`src/logic/upfc_pkg.sv`:
```
// package for the upstream port failover control block
package upfc_pkg;
    // register byte offsets
    localparam logic [3:0] ADDR_CTRL   = 4'h0;
    localparam logic [3:0] ADDR_STATUS = 4'h4;
    localparam logic [3:0] ADDR_SWITCH_CONTROL_REG  = 4'h8;
    // control register fields
    localparam int CTRL_SEL_BIT    = 0;
    localparam int CTRL_SIGNAL_FAILOVER_ENABLE_BIT = 1;
    // status register fields
    localparam int STS_EN_BIT      = 0;
    localparam int STS_CURRENT_UPSTREAM_PORT_BIT    = 1;
    localparam int STS_CHG_BIT     = 2;
    localparam int STS_CHGI_BIT    = 3;
    // switch control fields
    localparam int SWITCH_CONTROL_REG_DLDHR_BIT = 0;
    // boot switch mode encodings
    localparam logic [3:0] MODE_NORMAL       = 4'h0;
    localparam logic [3:0] MODE_NORMAL_EE    = 4'h1;
    localparam logic [3:0] MODE_FO_P0        = 4'h2;
    localparam logic [3:0] MODE_FO_P2        = 4'h3;
    localparam logic [3:0] MODE_EE_FO_P0     = 4'h4;
    localparam logic [3:0] MODE_EE_FO_P2     = 4'h5;
    // timing: detect hold time before mux flip, in ns and in clock cycles
    localparam int DETECT_NS    = 64;
    localparam int CLK_NS       = 8;
    localparam int DETECT_CYC   = (DETECT_NS + CLK_NS - 1) / CLK_NS;
    localparam logic [7:0] RESET_CTRL = 8'h00;

    typedef enum logic [2:0] {
        UPFC_IDLE   = 3'b000,
        UPFC_DOWN   = 3'b001,
        UPFC_SWITCH = 3'b010,
        UPFC_TRAIN  = 3'b011
    } upfc_state_e;

    // request sources
    typedef struct packed {
        logic sw;
        logic pin;
    } upfc_req_s;

    // link-side control bundle
    typedef struct packed {
        logic force_detect;
        logic dl_down;
        logic flush;
        logic start_train;
    } upfc_link_s;
endpackage

```
`src/logic/upfc_mode_dec.sv`:
```
// boot switch mode decoder
`timescale 1ns/1ns
module upfc_mode_dec (
    // mode in
    input  wire logic [3:0] mode_i,
    // decoded
    output logic            fo_mode_o,
    output logic            init_p2_o
);
    always_comb begin
        fo_mode_o = 1'b0;
        init_p2_o = 1'b0;
        case (mode_i)
            upfc_pkg::MODE_FO_P0,
            upfc_pkg::MODE_EE_FO_P0: begin
                fo_mode_o = 1'b1;
            end
            upfc_pkg::MODE_FO_P2,
            upfc_pkg::MODE_EE_FO_P2: begin
                fo_mode_o = 1'b1;
                init_p2_o = 1'b1;
            end
            default: begin
                fo_mode_o = 1'b0;
                init_p2_o = 1'b0;
            end
        endcase
    end
endmodule

```
`src/logic/upfc_detect_timer.sv`:
```
// down-counter that times the detect hold period
`timescale 1ns/1ns
module upfc_detect_timer #(
    parameter int CYCLES = upfc_pkg::DETECT_CYC
) (
    // clock and reset
    input  wire logic clk_i,
    input  wire logic rst_b_i,
    // control
    input  wire logic start_i,
    output logic      done_o
);
    logic [7:0] cnt_q;
    always_ff @(posedge clk_i) begin
        if (!rst_b_i) begin
            cnt_q <= 8'h00;
        end else if (start_i) begin
            cnt_q <= 8'(CYCLES);
        end else if (cnt_q != 8'h00) begin
            cnt_q <= cnt_q - 8'h01;
        end
    end
    assign done_o = (cnt_q == 8'h01);
endmodule

```
`src/logic/upfc_top.sv`:
```
// upstream port failover control with wishbone register slave
// Operation
// - failover off after reset unless failover boot mode sampled at fundamental reset
// - four boot modes enable failover: normal or eeprom, port 0 or 2
// - stack 0 always upstream; mux picks port 0 or 2 lanes in failover
// - in failover modes port 2 disabled downstream; ports 1, 3 normal
// - upstream side resources like status leds stay on port 0
// - dynamic failover forces detect, dl_down, flushes replay and queued data
// - after detect, flip lane mux to new port then start training
// - disable-linkdown-hot-reset bit suppresses hot reset on failover link down
// - failover enabled status bit reads set in failover modes
// - current upstream port status field readable in every mode
// - every dynamic failover sets sticky change bit kept over hot reset
// - hot reset leaves failover alone; controls inert outside failover mode
// - normal and port-0 failover modes start on port 0; port-2 modes port 2
// - same-type request during failover is dropped
// - other-type request during failover held and run afterwards; a pin request only if it comes during training
// - write changing software select field starts failover in failover mode
// - pin failover needs enable bit, failover mode, and differing port
// - port select input always follows general purpose pin 4
// - select pin low chooses port 0, high chooses port 2
`timescale 1ns/1ns
module upfc_top (
    // clock and fundamental reset
    input  wire logic                   clk_i,
    input  wire logic                   rst_b_i,
    // boot straps and hot reset
    input  wire logic [3:0]             boot_switch_mode_i,
    input  wire logic                   hot_reset_i,
    // general purpose pin 4, the select pin
    input  wire logic                   gpio4_i,
    // link layer status
    input  wire logic                   link_up_i,
    // wishbone slave
    input  wire logic                   cyc_i,
    input  wire logic                   stb_i,
    input  wire logic                   we_i,
    input  wire logic [3:0]             adr_i,
    input  wire logic [3:0]             sel_i,
    input  wire logic [31:0]            dat_i,
    output logic [31:0]                 dat_o,
    output logic                        ack_o,
    // lane mux and port control
    output logic                        lane_sel_p2_o,
    output logic                        port2_disable_o,
    output logic                        led_port0_o,
    output upfc_pkg::upfc_link_s        link_ctrl_o,
    output logic                        hot_reset_req_o
);
    logic        fo_mode_d;
    logic        init_p2_d;
    logic        fo_mode_q;
    logic        current_upstream_port_q;
    logic        target_q;
    logic        sw_sel_q;
    logic        signal_failover_enable_q;
    logic        dldhr_q;
    logic        chg_q;
    logic        strap_done_q;
    logic        busy_type_q;
    logic        pend_q;
    logic        pend_port_q;
    logic        det_start;
    logic        det_done;
    logic        wr_stb;
    logic        rd_stb;
    logic        sw_req;
    logic        pin_req;
    upfc_pkg::upfc_req_s req;
    upfc_pkg::upfc_state_e state_q;

    upfc_mode_dec u_dec (
        .mode_i     (boot_switch_mode_i),
        .fo_mode_o  (fo_mode_d),
        .init_p2_o  (init_p2_d)
    );

    upfc_detect_timer #(
        .CYCLES (upfc_pkg::DETECT_CYC)
    ) u_tmr (
        .clk_i   (clk_i),
        .rst_b_i (rst_b_i),
        .start_i (det_start),
        .done_o  (det_done)
    );

    // bus strobes, one ack per request
    assign wr_stb = cyc_i && stb_i && !ack_o && we_i;
    assign rd_stb = cyc_i && stb_i && !ack_o && !we_i;

    always_ff @(posedge clk_i) begin
        if (!rst_b_i) begin
            ack_o <= 1'b0;
        end else begin
            ack_o <= cyc_i && stb_i && !ack_o;
        end
    end

    // strap capture after fundamental reset release; hot reset has no effect
    always_ff @(posedge clk_i) begin
        if (!rst_b_i) begin
            strap_done_q <= 1'b0;
            fo_mode_q    <= 1'b0;
        end else if (!strap_done_q) begin
            strap_done_q <= 1'b1;
            fo_mode_q    <= fo_mode_d;
        end
    end

    // software control registers, kept across hot reset
    always_ff @(posedge clk_i) begin
        if (!rst_b_i) begin
            sw_sel_q <= 1'b0;
            signal_failover_enable_q <= 1'b0;
            dldhr_q  <= 1'b0;
        end else if (!strap_done_q) begin
            sw_sel_q <= init_p2_d;
        end else if (wr_stb && sel_i[0]) begin
            if (adr_i == upfc_pkg::ADDR_CTRL) begin
                sw_sel_q <= dat_i[upfc_pkg::CTRL_SEL_BIT];
                signal_failover_enable_q <= dat_i[upfc_pkg::CTRL_SIGNAL_FAILOVER_ENABLE_BIT];
            end else if (adr_i == upfc_pkg::ADDR_SWITCH_CONTROL_REG) begin
                dldhr_q  <= dat_i[upfc_pkg::SWITCH_CONTROL_REG_DLDHR_BIT];
            end
        end
    end

    // request sources
    assign sw_req  = fo_mode_q && wr_stb && sel_i[0] && (adr_i == upfc_pkg::ADDR_CTRL)
                   && (dat_i[upfc_pkg::CTRL_SEL_BIT] != sw_sel_q);
    assign pin_req = fo_mode_q && signal_failover_enable_q && (gpio4_i != current_upstream_port_q);
    assign req.sw  = sw_req;
    assign req.pin = pin_req;

    assign det_start = (state_q == upfc_pkg::UPFC_IDLE) && (req.sw || req.pin || pend_q);

    // failover sequencer
    always_ff @(posedge clk_i) begin
        if (!rst_b_i) begin
            state_q     <= upfc_pkg::UPFC_IDLE;
            current_upstream_port_q      <= 1'b0;
            target_q    <= 1'b0;
            busy_type_q <= 1'b0;
            pend_q      <= 1'b0;
            pend_port_q <= 1'b0;
            chg_q       <= 1'b0;
        end else if (!strap_done_q) begin
            current_upstream_port_q   <= init_p2_d;
            target_q <= init_p2_d;
        end else begin
            case (state_q)
                upfc_pkg::UPFC_IDLE: begin
                    if (pend_q) begin
                        pend_q   <= 1'b0;
                        target_q <= pend_port_q;
                        state_q  <= upfc_pkg::UPFC_DOWN;
                    end else if (req.sw) begin
                        target_q    <= dat_i[upfc_pkg::CTRL_SEL_BIT];
                        busy_type_q <= 1'b0;
                        state_q     <= upfc_pkg::UPFC_DOWN;
                    end else if (req.pin) begin
                        target_q    <= gpio4_i;
                        busy_type_q <= 1'b1;
                        state_q     <= upfc_pkg::UPFC_DOWN;
                    end
                end
                upfc_pkg::UPFC_DOWN: begin
                    if (det_done) begin
                        state_q <= upfc_pkg::UPFC_SWITCH;
                    end
                end
                upfc_pkg::UPFC_SWITCH: begin
                    current_upstream_port_q  <= target_q;
                    chg_q   <= 1'b1;
                    state_q <= upfc_pkg::UPFC_TRAIN;
                end
                upfc_pkg::UPFC_TRAIN: begin
                    if (link_up_i) begin
                        state_q <= upfc_pkg::UPFC_IDLE;
                    end
                end
                default: begin
                    state_q <= upfc_pkg::UPFC_IDLE;
                end
            endcase
            // software request held in any busy state, pin request only in training; same-type dropped
            if (state_q != upfc_pkg::UPFC_IDLE && !pend_q) begin
                if (req.sw && busy_type_q) begin
                    pend_q      <= 1'b1;
                    pend_port_q <= dat_i[upfc_pkg::CTRL_SEL_BIT];
                    busy_type_q <= 1'b0;
                end else if (req.pin && !busy_type_q && state_q == upfc_pkg::UPFC_TRAIN) begin
                    pend_q      <= 1'b1;
                    pend_port_q <= gpio4_i;
                    busy_type_q <= 1'b1;
                end
            end
            if (rd_stb && adr_i == upfc_pkg::ADDR_STATUS && state_q != upfc_pkg::UPFC_SWITCH) begin
                chg_q <= 1'b0; // read clears; set wins in switch state
            end
        end
    end

    // link and port outputs
    always_ff @(posedge clk_i) begin
        if (!rst_b_i) begin
            lane_sel_p2_o   <= 1'b0;
            port2_disable_o <= 1'b0;
            led_port0_o     <= 1'b0;
            link_ctrl_o     <= '0;
            hot_reset_req_o <= 1'b0;
        end else begin
            lane_sel_p2_o   <= fo_mode_q && current_upstream_port_q;
            port2_disable_o <= fo_mode_q;
            led_port0_o     <= link_up_i;
            link_ctrl_o.force_detect <= (state_q == upfc_pkg::UPFC_DOWN);
            link_ctrl_o.dl_down      <= (state_q == upfc_pkg::UPFC_DOWN);
            link_ctrl_o.flush        <= (state_q == upfc_pkg::UPFC_DOWN);
            link_ctrl_o.start_train  <= (state_q == upfc_pkg::UPFC_TRAIN);
            hot_reset_req_o <= hot_reset_i
                || ((state_q == upfc_pkg::UPFC_DOWN) && !dldhr_q);
        end
    end

    // read data
    always_ff @(posedge clk_i) begin
        if (!rst_b_i) begin
            dat_o <= 32'h0000_0000;
        end else if (rd_stb) begin
            dat_o <= 32'h0000_0000;
            case (adr_i)
                upfc_pkg::ADDR_CTRL: begin
                    dat_o[upfc_pkg::CTRL_SEL_BIT]    <= sw_sel_q;
                    dat_o[upfc_pkg::CTRL_SIGNAL_FAILOVER_ENABLE_BIT] <= signal_failover_enable_q;
                end
                upfc_pkg::ADDR_STATUS: begin
                    dat_o[upfc_pkg::STS_EN_BIT]   <= fo_mode_q;
                    dat_o[upfc_pkg::STS_CURRENT_UPSTREAM_PORT_BIT] <= current_upstream_port_q;
                    dat_o[upfc_pkg::STS_CHG_BIT]  <= chg_q;
                    dat_o[upfc_pkg::STS_CHGI_BIT] <= (state_q != upfc_pkg::UPFC_IDLE);
                end
                upfc_pkg::ADDR_SWITCH_CONTROL_REG: begin
                    dat_o[upfc_pkg::SWITCH_CONTROL_REG_DLDHR_BIT] <= dldhr_q;
                end
                default: begin
                    dat_o <= 32'h0000_0000;
                end
            endcase
        end
    end
endmodule

```
`config.mk`:
```
export PLATFORM = sky130hd
export DESIGN_NAME = upfc_top
export DESIGN_NICKNAME = d
export VERILOG_FILES = /design/src/logic/upfc_pkg.sv /design/src/logic/upfc_mode_dec.sv /design/src/logic/upfc_detect_timer.sv /design/src/logic/upfc_top.sv
export SDC_FILE = /design/constraint.sdc
export NUM_CORES = 1
export LEC_CHECK = 0
export ABC_AREA = 1
export BUFFER_PORTS_ARGS = -buffer_cell sky130_fd_sc_hd__buf_2
export CORE_MARGIN = 4
export CORE_UTILIZATION = 46
export DETAILED_ROUTE_END_ITERATION = 6
export GPL_TIMING_DRIVEN = 0
export PLACE_DENSITY = 0.91
export SLEW_MARGIN = 20
export SYNTH_ARGS = -nofsm -noshare
export SYNTH_HDL_FRONTEND = slang
export SYNTH_SLANG_ARGS = --single-unit
```
`constraint.sdc`:
```
create_clock -name clk_i -period 1.6 [get_ports clk_i]
set_input_delay 0.24 -clock clk_i [delete_from_list [all_inputs] [get_ports clk_i]]
set_output_delay 0.24 -clock clk_i [all_outputs]
set_load 0.05 [all_outputs]
```
==> results.sh, run 1 <==
export IMPL_status="finished, final reports clean"
export IMPL_criticalPathCategory="flop to flop"
export IMPL_netlist_instances=257
export IMPL_grt_max_degree=11
export IMPL_root_buffer="clkbuf_8"
export IMPL_nets=382
export IMPL_portBuffers=31
export IMPL_setup_tns_ns=0
export IMPL_fin_cells=373
export IMPL_antenna_cells=0
export IMPL_fmax_mhz=708
export IMPL_synth_cell_types=35
export IMPL_synthTopCellsByCount="47 x nand2_1, 32 x dfxtp_1, 30 x buf_4, 29 x inv_1, 21 x nor2_1"
export IMPL_crit_buf_inv=3
export IMPL_hold_viol_final=0
export IMPL_period_share_pct=88.2
export IMPL_power_total_uw=2760
export IMPL_yosys_warnings=0
export IMPL_cts_tree="built"
export IMPL_post_cts_buffers=0
export IMPL_ios=93
export IMPL_post_cts_resized=0
export IMPL_cp_common_cell="inv_1"
export IMPL_yosysMostFrequentCell="nand2_1"
export IMPL_htreeDepth=2
export IMPL_worstPathCellList="inv_1 > ha_1 > inv_1 > nor2_1 > inv_1 > nand3_1 > nand4_1 > a21oi_1"
export IMPL_area_growth_syn_to_layout_pct=23.2
export IMPL_clock_skew_ns=0.0110
export IMPL_dr_total_vias=1695
export IMPL_drive_gt1_share_pct=29.1
export IMPL_critical_path_top_delay_family="flip-flops"
export IMPL_cp_end_kind="flop"
export IMPL_start_util_pct=47.6
export IMPL_grt_use_total_pct=15.3
export IMPL_clkTransAtPathRegs_ns=0.07
export IMPL_synth_top_area_cell="dfxtp_1"
export IMPL_antenna_found_initial=0
export IMPL_dp_hpwl_um=3110
export IMPL_dp_cells=365
export IMPL_grt_pass1_wl_um=6400
export IMPL_ys_seq_elements=32
export IMPL_leakage_uw=0.00122
export IMPL_vias_per_cell=4.54
export IMPL_drt_iter0_drc=128
export IMPL_first_pass_iters=4
export IMPL_async_flop_share_pct=0
export IMPL_core_mm2=0.00403
export IMPL_arrival_ns=1.63
export IMPL_die_h_um=72.6
export IMPL_crit_fanout=4
export IMPL_cts_sinks=32
export IMPL_crit_path_max_incr_delay_ns=0.34
export IMPL_cts_buffers=5
export IMPL_period_minus_slack_ns=1.41
export IMPL_maxCapViolCount=0
export IMPL_cts_path_max_buffers=2
export IMPL_routedWlPerCell_um=10.4
export IMPL_wirelength_um=3870
export IMPL_clkLatencyLatePin_ns=0.29
export IMPL_cp_required_ns=1.82
export IMPL_synth_area_per_cell_um2=7.47
export IMPL_synth_flop_cell="dfxtp_1"
export IMPL_critPathLaunchType="flop"
export IMPL_hold_class="input port to flop"
export IMPL_ys_seq_area_share_pct=33.4
export IMPL_synth_area_leaders="dfxtp_1 33%, buf_4 12%, nand2_1 9.2%"
export IMPL_holdBufCountCts=0
export IMPL_power_density_mw_per_mm2=1170
export IMPL_grt_setup_unrepaired="no"
export IMPL_synth_top_area_share_pct=33.4
export IMPL_slowest_stage="dfxtp_1"
export IMPL_num_fill_cells=361
export IMPL_report_final_slew_viol_count=0
export IMPL_max_vdd_ir_drop_v=0.000520
export IMPL_die_w_um=72.6
export IMPL_fp_row_count=23
export IMPL_synth_edf_count=0
export IMPL_grt_overflow=0
export IMPL_post_route_drc_count=0
export IMPL_place_gp_congestion=0.846
export IMPL_finalSetupViolCount=0
export IMPL_die_area_mm2=0.00527
export IMPL_syn_area_mm2=0.00192
export IMPL_grt_pass1_vias=1465
export IMPL_antenna_left=0
cell type report:
type                    count  area, um^2  share of cell area, %
clock inverters             1        30.0                   1.27
inverters                  38         143                   6.03
repair buffers             31         155                   6.56
plain buffers              32         240                   10.2
flip-flops and latches     32         641                   27.1
well taps                  50        62.6                   2.65
multi-input cells         182         997                   42.2
clock buffers               7        96.3                   4.07
through the flow:
stage                     setup WS [ns]  util [%]  area [um^2]  hold WS (ns)
after floorplan                   0.146         -         2020         0.268
after global placement            0.232      55.6         2240         0.443
after detailed placement          0.200      55.6         2240         0.450
after CTS                         0.183      58.7         2360         0.159
after global routing             0.0430      58.7         2360         0.164
final                             0.188      58.7         2360         0.161
path summary, 6_finish.rpt:
kind	from	to	slack, ns	cells past startpoint
worst max-delay path	state_q[0]	busy_type_q	0.19	8
worst min-delay path	hot_reset_i	hot_reset_req_o	0.16	3
worst max register to register	state_q[0]	busy_type_q	0.19	8
worst min register to register	signal_failover_enable_q	signal_failover_enable_q	0.47	2
worst min-delay path, stage by stage:
cell	delay [ns]
buf_2	0.07
nand2_1	0.04
o21ai_0	0.06
sequential cells by signal, summed over array words and instances, names as in the netlist, 2 cells and up:
register	count
u_tmr.cnt_q	8
dat_o	4
link_ctrl_o	2
state_q	2
logic make-up (layout without fill, tap and decap cells):
group | count (synthesis) | in the layout | synth area share (%)
compound gates | 39 | 39 | 12.0
xor+xnor | 4 | 4 | 1.83
fa+ha+maj | 8 | 8 | 5.22
buf+inv | 70 | 109 | 19.9
flops | 32 | 32 | 33.4
mux | 1 | 1 | 0.782
other cells | 1 | 28 | 0.195
simple gates | 102 | 102 | 26.7
report_power, final:
part / switching (uW) / total, uW / internal (uW)
clock: 300 / 849 / 549
combinational: 577 / 959 / 382
sequential: 64.3 / 956 / 892
placed cells by master, fill, tap and decap left out, types with 2 or more instances in the layout:
cell type / instances
nor3_1: 2
dfxtp_1: 32
a21oi_1: 15
inv_2: 6
o21ai_0: 10
a22oi_1: 2
inv_1: 29
clkinv_1: 3
buf_4: 30
a21oi_2: 4
nor2_4: 3
nand3_1: 14
o21ai_1: 2
clkbuf_8: 7
nor2_1: 21
xor2_1: 2
nor2_2: 2
xnor2_1: 2
nand2_1: 47
nand3_4: 2
ha_1: 8
buf_2: 31
nand4_1: 6
conb_1: 28
nand3_2: 2
routing by layer:
metal	up-vias	track usage [%]	routed length, um
met4	0	6.97	80
met2	66	25.5	1850
met3	7	2.89	366
met1	729	19.2	1570
met5	-	0	0
li1	893	-	-
No activity file was read; power rests on OpenSTA's default activity.
==> inputs of run 2 (changes only) <==
Settings changed: CELL_PAD_IN_SITES_DETAIL_PLACEMENT set to 0, CELL_PAD_IN_SITES_GLOBAL_PLACEMENT set to 1, CORE_UTILIZATION 46 to 32, PLACE_DENSITY 0.91 to 0.92.
==> results.sh, run 2 (synthesized netlist as in run 1, its figures left out) <==
export IMPL_hold_class="input port to flop"
export IMPL_final_common_cell="nand2_1"
export IMPL_crit_path_max_incr_delay_ns=0.35
export IMPL_worstPathCellList="inv_1 > ha_2 > inv_1 > nor2_1 > inv_1 > nand3_1 > nand4_1 > a21oi_1"
export IMPL_grt_max_degree=11
export IMPL_die_h_um=85.4
export IMPL_core_mm2=0.00568
export IMPL_root_buffer="clkbuf_8"
export IMPL_routedWlPerCell_um=10.2
export IMPL_arrival_ns=1.60
export IMPL_criticalPathCategory="flop to flop"
export IMPL_period_minus_slack_ns=1.38
export IMPL_fin_util_pct=41.6
export IMPL_htreeDepth=2
export IMPL_drive_gt1_share_pct=29.4
export IMPL_post_route_drc_count=0
export IMPL_report_final_slew_viol_count=0
export IMPL_drt_iter0_drc=55
export IMPL_period_share_pct=86.4
export IMPL_dp_hpwl_um=3220
export IMPL_status="finished, final reports clean"
export IMPL_leakage_uw=0.00120
export IMPL_area_growth_syn_to_layout_pct=23.0
export IMPL_fmax_mhz=723
export IMPL_grt_pass1_wl_um=7040
export IMPL_grt_use_total_pct=11.8
export IMPL_fp_row_count=27
export IMPL_crit_buf_inv=3
export IMPL_setup_tns_ns=0
export IMPL_cp_required_ns=1.82
export IMPL_mostFrequentLayoutCells="47 x nand2_1, 32 x dfxtp_1, 31 x buf_2"
export IMPL_regMostFlops="u_tmr.cnt_q"
export IMPL_num_fill_cells=595
export IMPL_hold_slack_ns=0.166
export IMPL_maxCapViolCount=0
export IMPL_hold_viol_final=0
export IMPL_clock_skew_ns=0.0104
export IMPL_seq_area_um2=641
export IMPL_grt_pass1_vias=1560
export IMPL_finalSetupViolCount=0
export IMPL_slowest_stage="dfxtp_1"
export IMPL_power_total_uw=2570
export IMPL_post_cts_buffers=0
export IMPL_die_area_mm2=0.00730
export IMPL_grt_overflow=0
export IMPL_first_pass_iters=4
export IMPL_cp_common_cell="inv_1"
export IMPL_post_cts_resized=0
export IMPL_multi_input_area_um2=1000
export IMPL_portBuffers=31
export IMPL_cts_sinks=32
export IMPL_clkTransAtPathRegs_ns=0.07
export IMPL_clkLatencyLatePin_ns=0.29
export IMPL_cp_end_kind="flop"
export IMPL_place_gp_congestion=0.811
export IMPL_max_vdd_ir_drop_v=0.000433
export IMPL_dr_total_vias=1675
export IMPL_largest_register_ff_count=8
export IMPL_ios=93
export IMPL_vias_per_cell=4.24
export IMPL_grt_setup_unrepaired="no"
export IMPL_start_util_pct=33.8
export IMPL_nets=382
export IMPL_antenna_found_initial=0
export IMPL_cts_tree="built"
export IMPL_reg_largest_list="u_tmr.cnt_q (8), dat_o (4)"
export IMPL_power_density_mw_per_mm2=1090
export IMPL_antenna_left=0
export IMPL_antenna_cells=0
export IMPL_holdBufCountCts=0
export IMPL_crit_fanout=4
export IMPL_wirelength_um=4010
export IMPL_critPathLaunchType="flop"
export IMPL_die_w_um=85.4
export IMPL_cts_path_max_buffers=2
export IMPL_critical_path_top_delay_family="flip-flops"
export IMPL_cts_buffers=5
run 2: per-layer routing:
layer | global-route usage (%) | vias up | share of wire, % | wire (um)
met5 | 0 | - | 0 | 0
met4 | 5.18 | 0 | 2.1 | 84
met3 | 2.14 | 7 | 5.5 | 220
met2 | 19.1 | 41 | 47 | 1870
met1 | 15.2 | 735 | 46 | 1840
li1 | - | 892 | - | -
run 2: power breakdown:
group          switching (uW)  total (uW)  internal [uW]  leakage, uW
clock                     303         645            343    0.0000510
combinational             586         967            381     0.000889
sequential               66.8         958            892     0.000261
total                     955        2570           1620      0.00120
run 2: final timing paths:
path / cells after the start / slack (ns) / startpoint / to
setup / recovery: 8 / 0.22 / state_q[0] / busy_type_q
hold / removal: 3 / 0.17 / link_up_i / led_port0_o
setup reg to reg: 8 / 0.22 / state_q[0] / busy_type_q
hold reg to reg: 2 / 0.47 / u_tmr.cnt_q[7] / u_tmr.cnt_q[7]
run 2: area by class of cell:
type	count	share of cell area (%)
repair buffers	31	6.57
clock inverters	2	0.424
multi-input cells	182	42.3
plain buffers	32	10.2
flip-flops and latches	32	27.1
well taps	72	3.82
inverters	38	6.04
clock buffers	6	3.50
run 2: through the flow:
step	setup slack, ns	std cells	area (um^2)
floorplan	0.146	284	2020
global placement	0.206	387	2270
detailed placement	0.162	387	2270
CTS	0.147	395	2360
global route	0.0376	395	2360
finish	0.217	395	2360
run 2: worst reg2reg max path: cells and delay by family, from the launching register on:
| kind | cells | cell delay [ns] |
|---|---|---|
| flops | 1 | 0.35 |
| buf+inv | 3 | 0.28 |
| simple gates | 3 | 0.32 |
| fa+ha+maj | 1 | 0.24 |
| compound gates | 1 | 0.14 |
